--- src/hw/butr_pkg.sv ---
// Purpose: Constants for the basic update timer register block
// Assumes: APB slave, 32-bit data, byte addresses
// Notes:   Control, mask and reload registers sit at chosen offsets
package butr_pkg;
  localparam logic [11:0] BUTR_CTRL_OFF   = 12'h000;
  localparam logic [11:0] BUTR_MASK_OFF   = 12'h00C;
  localparam logic [11:0] BUTR_STATUS_OFF = 12'h010;
  localparam logic [11:0] BUTR_EVGEN_OFF  = 12'h014;
  localparam logic [11:0] BUTR_COUNT_OFF  = 12'h024;
  localparam logic [11:0] BUTR_PSC_OFF    = 12'h028;
  localparam logic [11:0] BUTR_RELOAD_OFF = 12'h02C;
  // Field positions
  localparam int BUTR_UPF_BIT    = 0;
  localparam int BUTR_FUB_BIT    = 0;
  localparam int BUTR_MIRROR_BIT = 31;
  localparam int BUTR_EN_BIT     = 0;
  localparam int BUTR_UPDATE_DISABLE_BIT   = 1;
  localparam int BUTR_URS_BIT    = 2;
  // Reset values
  localparam logic [15:0] BUTR_COUNT_RST  = 16'h0000;
  localparam logic [15:0] BUTR_PSC_RST    = 16'h0000;
  localparam logic [15:0] BUTR_RELOAD_RST = 16'hFFFF;
  localparam logic [2:0]  BUTR_CTRL_RST   = 3'h0;
endpackage : butr_pkg

--- src/hw/butr_timer.sv ---
// Purpose: Basic 16-bit up-counting timer with update flag, APB slave
// Assumes: Single clock pclk, asynchronous active-low reset
// Notes:   Answers every access with zero wait states, no error
module butr_timer
  import butr_pkg::*;
(
  input  wire logic        pclk,
  input  wire logic        presetn,
  input  wire logic        psel,
  input  wire logic        penable,
  input  wire logic        pwrite,
  input  wire logic [11:0] paddr,
  input  wire logic [31:0] pwdata,
  output logic      [31:0] prdata,
  output logic             pready,
  output logic             pslverr,
  output logic             irq
);

  // Whole state of the block
  typedef struct packed {
    logic [31:0] rdata;
    logic        rdy;
    logic        err;
    logic        irq;
    logic [2:0]  ctrl;
    logic        mask;
    logic        upf;
    logic [15:0] cnt;
    logic [15:0] psc_cnt;
    logic [15:0] psc;
    logic [15:0] psc_sh;
    logic [15:0] arr;
    logic [15:0] arr_sh;
  } butr_state_s;

  butr_state_s st_r;
  butr_state_s st_nxt;

  logic acc;
  logic wr;
  logic ug;
  logic ovf;
  logic upd;
  logic flag_set;

  assign acc = psel & penable & st_r.rdy;
  assign wr  = acc & pwrite;
  // Force bit acts only in the write cycle, never stored
  assign ug  = wr && paddr == BUTR_EVGEN_OFF && pwdata[BUTR_FUB_BIT];
  // Counter wraps at reload value when a prescaler tick falls
  assign ovf = st_r.ctrl[BUTR_EN_BIT] && st_r.psc_cnt == st_r.psc_sh
               && st_r.cnt == st_r.arr_sh;
  assign upd = ovf | ug;
  // Overflow gated by disable, forced update by disable and source select
  assign flag_set = (ovf && !st_r.ctrl[BUTR_UPDATE_DISABLE_BIT])
                 || (ug && !st_r.ctrl[BUTR_UPDATE_DISABLE_BIT]
                        && !st_r.ctrl[BUTR_URS_BIT]);

  // Next-state logic
  always_comb begin
    st_nxt = st_r;
    st_nxt.rdy = psel & ~penable;
    // No access is ever refused
    st_nxt.err = 1'b0;
    // Prescaler and counter
    if (st_r.ctrl[BUTR_EN_BIT]) begin
      if (st_r.psc_cnt == st_r.psc_sh) begin
        st_nxt.psc_cnt = 16'h0000;
        st_nxt.cnt = ovf ? 16'h0000 : st_r.cnt + 16'h0001;
      end else begin
        st_nxt.psc_cnt = st_r.psc_cnt + 16'h0001;
      end
    end
    if (upd && !st_r.ctrl[BUTR_UPDATE_DISABLE_BIT]) begin
      st_nxt.psc_sh = st_r.psc;
      st_nxt.arr_sh = st_r.arr;
    end
    // Register writes
    if (wr) begin
      if (paddr == BUTR_CTRL_OFF) begin
        st_nxt.ctrl = pwdata[2:0];
      end else if (paddr == BUTR_MASK_OFF) begin
        st_nxt.mask = pwdata[0];
      end else if (paddr == BUTR_STATUS_OFF) begin
        if (!pwdata[BUTR_UPF_BIT]) begin
          st_nxt.upf = 1'b0;
        end
      end else if (paddr == BUTR_COUNT_OFF) begin
        st_nxt.cnt = pwdata[15:0];
      end else if (paddr == BUTR_PSC_OFF) begin
        st_nxt.psc = pwdata[15:0];
      end else if (paddr == BUTR_RELOAD_OFF) begin
        st_nxt.arr = pwdata[15:0];
      end
    end
    // Forced update restarts counter and prescaler; ratio kept
    if (ug) begin
      st_nxt.cnt = 16'h0000;
      st_nxt.psc_cnt = 16'h0000;
      st_nxt.psc_sh = st_r.psc;
    end
    // Set wins over clear
    if (flag_set) begin
      st_nxt.upf = 1'b1;
    end
    // Read data
    st_nxt.rdata = 32'h0000_0000;
    if (psel && !penable && !pwrite) begin
      if (paddr == BUTR_CTRL_OFF) begin
        st_nxt.rdata = {29'h0, st_r.ctrl};
      end else if (paddr == BUTR_MASK_OFF) begin
        st_nxt.rdata = {31'h0, st_r.mask};
      end else if (paddr == BUTR_STATUS_OFF) begin
        st_nxt.rdata = {31'h0, st_r.upf};
      end else if (paddr == BUTR_EVGEN_OFF) begin
        st_nxt.rdata = 32'h0000_0000;
      end else if (paddr == BUTR_COUNT_OFF) begin
        st_nxt.rdata = {st_r.upf, 15'h0, st_r.cnt};
      end else if (paddr == BUTR_PSC_OFF) begin
        st_nxt.rdata = {16'h0, st_r.psc};
      end else if (paddr == BUTR_RELOAD_OFF) begin
        st_nxt.rdata = {16'h0, st_r.arr};
      end
    end
    st_nxt.irq = st_nxt.upf & st_nxt.mask;
  end

  // State register
  always_ff @(posedge pclk or negedge presetn) begin
    if (!presetn) begin
      st_r <= '{rdata: 32'h0, rdy: 1'b0, irq: 1'b0, ctrl: BUTR_CTRL_RST,
                mask: 1'b0, err: 1'b0, upf: 1'b0, cnt: BUTR_COUNT_RST,
                psc_cnt: 16'h0, psc: BUTR_PSC_RST, psc_sh: BUTR_PSC_RST,
                arr: BUTR_RELOAD_RST, arr_sh: BUTR_RELOAD_RST};
    end else begin
      st_r <= st_nxt;
    end
  end

  assign prdata  = st_r.rdata;
  assign pready  = st_r.rdy;
  assign pslverr = st_r.err;
  assign irq     = st_r.irq;

  // Checks
  property p_flag_on_overflow;
    @(posedge pclk) disable iff (!presetn)
      ovf && !st_r.ctrl[BUTR_UPDATE_DISABLE_BIT] |=> st_r.upf;
  endproperty
  a_flag_on_overflow: assert property (p_flag_on_overflow)
    else $error("flag not set on overflow");

  property p_ug_flag;
    @(posedge pclk) disable iff (!presetn)
      ug && st_r.ctrl[2:1] == 2'b00 |=> st_r.upf;
  endproperty
  a_ug_flag: assert property (p_ug_flag)
    else $error("flag not set on forced update");

  property p_no_spurious;
    @(posedge pclk) disable iff (!presetn)
      !st_r.upf ##1 st_r.upf |-> $past(flag_set);
  endproperty
  a_no_spurious: assert property (p_no_spurious)
    else $error("flag set without update");

  property p_clear;
    @(posedge pclk) disable iff (!presetn)
      wr && paddr == BUTR_STATUS_OFF && !pwdata[0] && !flag_set
      |=> !st_r.upf;
  endproperty
  a_clear: assert property (p_clear)
    else $error("flag not cleared by zero write");

  property p_keep;
    @(posedge pclk) disable iff (!presetn)
      st_r.upf && !(wr && paddr == BUTR_STATUS_OFF && !pwdata[0])
      |=> st_r.upf;
  endproperty
  a_keep: assert property (p_keep)
    else $error("flag dropped");

  property p_ug_restart;
    @(posedge pclk) disable iff (!presetn)
      ug |=> st_r.cnt == 16'h0000 && st_r.psc_cnt == 16'h0000;
  endproperty
  a_ug_restart: assert property (p_ug_restart)
    else $error("counter not restarted");

  property p_ratio_kept;
    @(posedge pclk) disable iff (!presetn)
      ug && !(wr && paddr == BUTR_PSC_OFF) ##1 1 |-> $stable(st_r.psc);
  endproperty
  a_ratio_kept: assert property (p_ratio_kept)
    else $error("prescaler ratio changed");

  property p_cnt_write;
    @(posedge pclk) disable iff (!presetn)
      wr && paddr == BUTR_COUNT_OFF |=> st_r.cnt == $past(pwdata[15:0]);
  endproperty
  a_cnt_write: assert property (p_cnt_write)
    else $error("count write lost");

  property p_mirror;
    @(posedge pclk) disable iff (!presetn)
      psel && !penable && !pwrite && paddr == BUTR_COUNT_OFF
      |=> prdata[31] == $past(st_r.upf);
  endproperty
  a_mirror: assert property (p_mirror)
    else $error("mirror bit wrong");

  property p_evgen_reads_zero;
    @(posedge pclk) disable iff (!presetn)
      psel && !penable && paddr == BUTR_EVGEN_OFF |=> prdata == 32'h0;
  endproperty
  a_evgen_reads_zero: assert property (p_evgen_reads_zero)
    else $error("event register not zero");

  property p_status_read;
    @(posedge pclk) disable iff (!presetn)
      psel && !penable && !pwrite && paddr == BUTR_STATUS_OFF
      |=> prdata == {31'h0, $past(st_r.upf)};
  endproperty
  a_status_read: assert property (p_status_read)
    else $error("status read wrong");

  property p_count_read;
    @(posedge pclk) disable iff (!presetn)
      psel && !penable && !pwrite && paddr == BUTR_COUNT_OFF
      |=> prdata[15:0] == $past(st_r.cnt);
  endproperty
  a_count_read: assert property (p_count_read)
    else $error("count read wrong");

  property p_count_reserved;
    @(posedge pclk) disable iff (!presetn)
      psel && !penable && !pwrite && paddr == BUTR_COUNT_OFF
      |=> prdata[30:16] == 15'h0000;
  endproperty
  a_count_reserved: assert property (p_count_reserved)
    else $error("count reserved bits not zero");

  property p_evgen_no_action;
    @(posedge pclk) disable iff (!presetn)
      wr && paddr == BUTR_EVGEN_OFF && !pwdata[BUTR_FUB_BIT]
      && !st_r.ctrl[BUTR_EN_BIT] |=> $stable(st_r.cnt);
  endproperty
  a_evgen_no_action: assert property (p_evgen_no_action)
    else $error("zero force write moved counter");

  property p_evgen_zero_quiet;
    @(posedge pclk) disable iff (!presetn)
      wr && paddr == BUTR_EVGEN_OFF && !pwdata[BUTR_FUB_BIT]
      && !ovf && !st_r.upf |=> !st_r.upf;
  endproperty
  a_evgen_zero_quiet: assert property (p_evgen_zero_quiet)
    else $error("zero force write set flag");

  property p_ug_psc_shadow;
    @(posedge pclk) disable iff (!presetn)
      ug
      |=> st_r.psc_sh == $past(st_r.psc);
  endproperty
  a_ug_psc_shadow: assert property (p_ug_psc_shadow)
    else $error("prescaler shadow not loaded");

  property p_ug_reload_shadow;
    @(posedge pclk) disable iff (!presetn)
      ug && !st_r.ctrl[BUTR_UPDATE_DISABLE_BIT]
      |=> st_r.arr_sh == $past(st_r.arr);
  endproperty
  a_ug_reload_shadow: assert property (p_ug_reload_shadow)
    else $error("reload shadow not loaded");

  property p_ug_quiet_source;
    @(posedge pclk) disable iff (!presetn)
      ug && st_r.ctrl[BUTR_URS_BIT] && !ovf && !st_r.upf
      |=> !st_r.upf;
  endproperty
  a_ug_quiet_source: assert property (p_ug_quiet_source)
    else $error("flag set with source select");

  property p_ug_quiet_disable;
    @(posedge pclk) disable iff (!presetn)
      ug && st_r.ctrl[BUTR_UPDATE_DISABLE_BIT] && !st_r.upf
      |=> !st_r.upf;
  endproperty
  a_ug_quiet_disable: assert property (p_ug_quiet_disable)
    else $error("forced flag set while disabled");

  property p_ovf_quiet_disable;
    @(posedge pclk) disable iff (!presetn)
      ovf && st_r.ctrl[BUTR_UPDATE_DISABLE_BIT] && !st_r.upf
      |=> !st_r.upf;
  endproperty
  a_ovf_quiet_disable: assert property (p_ovf_quiet_disable)
    else $error("overflow flag set while disabled");

  property p_ovf_wrap;
    @(posedge pclk) disable iff (!presetn)
      ovf && !ug && !(wr && paddr == BUTR_COUNT_OFF)
      |=> st_r.cnt == 16'h0000;
  endproperty
  a_ovf_wrap: assert property (p_ovf_wrap)
    else $error("counter did not wrap");

  property p_keep_on_one;
    @(posedge pclk) disable iff (!presetn)
      st_r.upf && wr && paddr == BUTR_STATUS_OFF && pwdata[BUTR_UPF_BIT]
      |=> st_r.upf;
  endproperty
  a_keep_on_one: assert property (p_keep_on_one)
    else $error("flag cleared by one write");

  property p_irq_level;
    @(posedge pclk) disable iff (!presetn)
      1'b1
      |-> irq == (st_r.upf && st_r.mask);
  endproperty
  a_irq_level: assert property (p_irq_level)
    else $error("interrupt level wrong");

  property p_irq_low;
    @(posedge pclk) disable iff (!presetn)
      !st_r.upf
      |-> !irq;
  endproperty
  a_irq_low: assert property (p_irq_low)
    else $error("interrupt without flag");

  property p_mirror_read_only;
    @(posedge pclk) disable iff (!presetn)
      wr && paddr == BUTR_COUNT_OFF && pwdata[BUTR_MIRROR_BIT]
      && !flag_set && !st_r.upf |=> !st_r.upf;
  endproperty
  a_mirror_read_only: assert property (p_mirror_read_only)
    else $error("mirror write set flag");

endmodule : butr_timer

--- config.mk ---
export PLATFORM = sky130hd
export DESIGN_NAME = butr_timer
export DESIGN_NICKNAME = d
export VERILOG_FILES = /design/src/hw/butr_pkg.sv /design/src/hw/butr_timer.sv
export SDC_FILE = /design/constraint.sdc
export NUM_CORES = 1
export LEC_CHECK = 0
export BUFFER_PORTS_ARGS = -buffer_cell sky130_fd_sc_hd__buf_2
export CAP_MARGIN = 20
export CORE_MARGIN = 2
export CORE_UTILIZATION = 45
export DETAILED_ROUTE_END_ITERATION = 8
export HOLD_SLACK_MARGIN = 0.03
export PLACE_DENSITY_LB_ADDON = 0.15
export SYNTH_ARGS = -nofsm -noshare
export SYNTH_HDL_FRONTEND = slang
export SYNTH_SLANG_ARGS = --single-unit
--- constraint.sdc ---
create_clock -name pclk -period 2 [get_ports pclk]
set_input_delay 0.2 -clock pclk [delete_from_list [all_inputs] [get_ports pclk]]
set_output_delay 0.2 -clock pclk [all_outputs]
set_load 0.01 [all_outputs]
==> out/qor.log <==
[timing] total count of max-transition violations in the final report 0
[route] DRC 0
[global_routing] Congestion Overflow GR 0
[worst_setup_path] end of the worst register-to-register path st_r[83]
[route] final routed wirelength across all metal layers 16,500 um
[timing] RSZ-0062 raised after global routing yes
[worst_setup_path] category of the worst setup path capture point flip-flop
[worst_setup_path] worst reg2reg path depth 7
[worst_setup_path] register-to-register setup slack -300 ps
[worst_setup_path] critical path class reg -> reg
[worst_setup_path] highest-delay cell along the critical path sky130_fd_sc_hd__or3_4
[floorplanning] Total Die Area 0.0150 mm^2
[layout] Antenna diodes 0
[cts] clock slew seen by the registers of the worst setup and hold paths 50 ps
[placed_design] Final Wtd Congestion 0.926
[placed_design] placed standard-cell area 0.00727 mm^2
[floorplanning] Die X-Extent 123 um
[route] Routed WL per cell 19.0 um
[global_routing] global-route total usage across every layer 23.5%
[timing] share of the cycle needed by the critical path after routing 115%
[yosys] post-synthesis async set-or-reset flop share 100%
[floorplanning] core region area 0.0138 mm^2
[yosys] post-synthesis instance area 0.00633 mm^2
[yosys] Post-synth top flop sky130_fd_sc_hd__dfrtp_1
[floorplanning] number of placement rows 43
[yosys] share of the synthesized area in the top cell type 34.8%
[placed_design] Port Buf Inserts 51
[worst_setup_path] kind of start point of the critical path flip-flop
[route] Antenna Violating Nets Remaining 0
[hold_path] worst hold path depth 3
[placed_design] half-perimeter wire length after detailed placement 12,000 um
[layout] cell area after layout 0.00800 mm^2
[timing] worst setup skew after layout 11.0 ps
[layout] Area Overhead vs Synth 26.4%
[worst_setup_path] launch instance of the worst register-to-register path st_r[42]
[pwr] total power draw 5520 uW
[route] vias 4,783
[cts] H-tree depth 4
[worst_setup_path] Critical path buffers and inverters 1
[yosys] Synth Instances 559
[layout] final core utilization 57.9%
[cts] clock tree from TritonCTS done
[layout] fraction of layout cells with a size suffix above 1 44.6%
[cts] clock latency reported for the late side of the worst-skew pair 420 ps
[route] initial DRC count 438
[layout] commonest non-fill, non-tap cell in the layout sky130_fd_sc_hd__dfrtp_1
[floorplanning] initial core utilization 45.8%
[global_routing] wire length of the first global-routing pass 26,300 um
[timing] Post-Route Hold Slack 53.2 ps
[status] violated checks negative setup slack
[global_routing] largest net degree at the start of global routing 58
[job] count of maximum capacitance violations 0
[route] Pre-antenna DRT Iters 6
[yosys] proportion of synthesized chip area in sequential cells 48.1%
[worst_setup_path] biggest cell delay along the critical path 470 ps
[placed_design] worst slack at placement -301 ps
[hold_path] hold_sp pwdata[10]
[yosys] number of warnings printed during yosys synthesis 0
[yosys] synthesized area divided by synthesized cell count 11.3 um^2
[pwr] largest voltage drop on the vdd net 692 uV
[worst_setup_path] worst path arrival time 2630 ps
[status] status complete, but fails checks
[cts] clock buffers created by TritonCTS 17
[worst_setup_path] cell family with the largest share of critical-path delay simple AND/OR/NAND/NOR gates
[worst_setup_path] worst-path maximum fanout 6
[yosys] top cell type by total area after synthesis sky130_fd_sc_hd__dfrtp_1
[cts] Max clock buf depth 2
[yosys] cell types with the largest area share after synthesis sky130_fd_sc_hd__dfrtp_1 35%, sky130_fd_sc_hd__dfstp_2 13%, sky130_fd_sc_hd__mux2_2 10%
[layout] commonest cells after routing, fill and taps aside 88 x sky130_fd_sc_hd__dfrtp_1, 78 x sky130_fd_sc_hd__buf_4, 50 x sky130_fd_sc_hd__buf_2
[yosys] EDFF count, synth 0
[timing] relative slew slack 45.2%
[cts] library cell used as clock root buffer sky130_fd_sc_hd__clkbuf_16
[timing] least setup slack across all paths after layout -305 ps
[layout] Total Nets Final 727
[hold_path] worst min-delay path endpoint st_r[90]
[pwr] static leakage power 0.00368 uW
[timing] total count of hold-check failures in the final report 0
[global_routing] vias in the first global route 4,875
[cts] sinks on the clock net 120
[yosys] number of synthesized register bits 120
[floorplanning] die span in y 123 um
[timing] total setup violations reported at the end of the flow 63
[worst_setup_path] sequence of cells on the critical path xor2_1 -> nor4_1 -> buf_4 -> nand4_1 -> or3_4 -> or3b_1 -> a31oi_2
[yosys] number of unique standard cell types used by synthesis 61
[timing] max frequency 434 MHz
[floorplanning] Ports 84
[worst_setup_path] worst endpoint required time 2330 ps
[timing] Worst Tran Pin Value 819 ps
[timing] Final Critical Period 2300 ps
[global_routing] number of antenna violations at the first check in global routing 0
[route] vias per cell 5.50
[hold_path] hold crit path type in -> reg
[pwr] Pwr Density 690 mW/mm^2
[cell usage after synthesis (all sizes together), types with 4 or more instances]
cell type   n
dfrtp      88
nor3b       6
buf        47
nor3       11
xnor2      17
xor2       23
nor4       14
mux2       69
o22ai       4
a211oi      4
nor2b       4
dfstp      32
o21ai      32
clkbuf     12
and4        4
nand3      22
nand4      11
and3        8
a222oi     15
or3         5
nand2      36
inv         6
a22o        4
a31oi       5
a21oi      19
nor2       31
[worst reg2reg max path: stages (launching register included)]
cell                      delay (ps)
sky130_fd_sc_hd__dfrtp_1         400
sky130_fd_sc_hd__xor2_1          170
sky130_fd_sc_hd__nor4_1          300
sky130_fd_sc_hd__buf_4           170
sky130_fd_sc_hd__nand4_1         160
sky130_fd_sc_hd__or3_4           470
sky130_fd_sc_hd__or3b_1          380
sky130_fd_sc_hd__a31oi_2         160
[report_power, final]
part | total [uW] | internal, uW | leakage, uW | switching, uW
Sequential | 2440 | 2440 | 0.00149 | 1.79
Clock | 2910 | 1870 | 0.000278 | 1040
Combinational | 178 | 55.2 | 0.00191 | 123
[cell families (layout without fill, tap and decap cells)]
family / after synthesis / count (layout) / synth area share [%]
simple gates: 168 / 168 / 16.3
flops: 120 / 120 / 48.1
compound gates: 93 / 93 / 10.0
mux: 70 / 70 / 13.0
buf+inv: 65 / 180 / 6.56
xor+xnor: 40 / 40 / 5.53
fa+ha+maj: 2 / 2 / 0.395
other cells: 1 / 16 / 0.0592
[layer usage]
metal  part of all wire [%]  GRT usage (%)  up-vias
met5                      0              0        -
met3                    5.0           5.48       20
met4                    1.5           8.05        0
met1                     44           30.7     2414
li1                       -              -     2229
met2                     50           38.4      120
[worst max-delay path by stage]
stage / startpoint / to / slack (ps) / depth (start not counted)
floorplan: st_r[10] / st_r[38] / -220 / 7
global placement: paddr[9] / st_r[51] / -280 / 7
detailed placement: st_r[46] / st_r[83] / -300 / 9
CTS: st_r[46] / st_r[83] / -280 / 7
global route: st_r[42] / st_r[83] / -430 / 7
finish: st_r[42] / st_r[83] / -300 / 7
[state kept, by name, summed over array words and instances, names as in the netlist]
name / count
st_r: 101
prdata: 17
irq: 1
pready: 1
[layout make-up]
| type | count | area, um^2 |
|---|---|---|
| timing repair buffer | 142 | 1050 |
| inverter | 6 | 22.5 |
| clock buffer | 28 | 517 |
| sequential | 120 | 3040 |
| multi-input combinational | 389 | 3100 |
| tap | 180 | 225 |
| clock inverter | 4 | 45.0 |
| fill | 1203 | 5820 |
[what timing repair did]
item / 4_1_cts / 5_1_grt
hold buffers: 4 / 0
cloned: 0 / 0
resized for setup: 8 / 16
endpoints found under the hold margin: 34 / 0
buffers inserted: 1 / 3
pin swaps: 5 / 10
setup endpoints to repair: 63 / 66
[through the flow]
step / std cells / TNS, ps
5_1_grt: 869 / -19210
2_1_floorplan: 574 / -5300
6_report: 869 / -11820
3_3_place_gp: 830 / -20920
4_1_cts: 867 / -9750
3_5_place_dp: 830 / -19600
No activity file was read; power rests on OpenSTA's default activity.
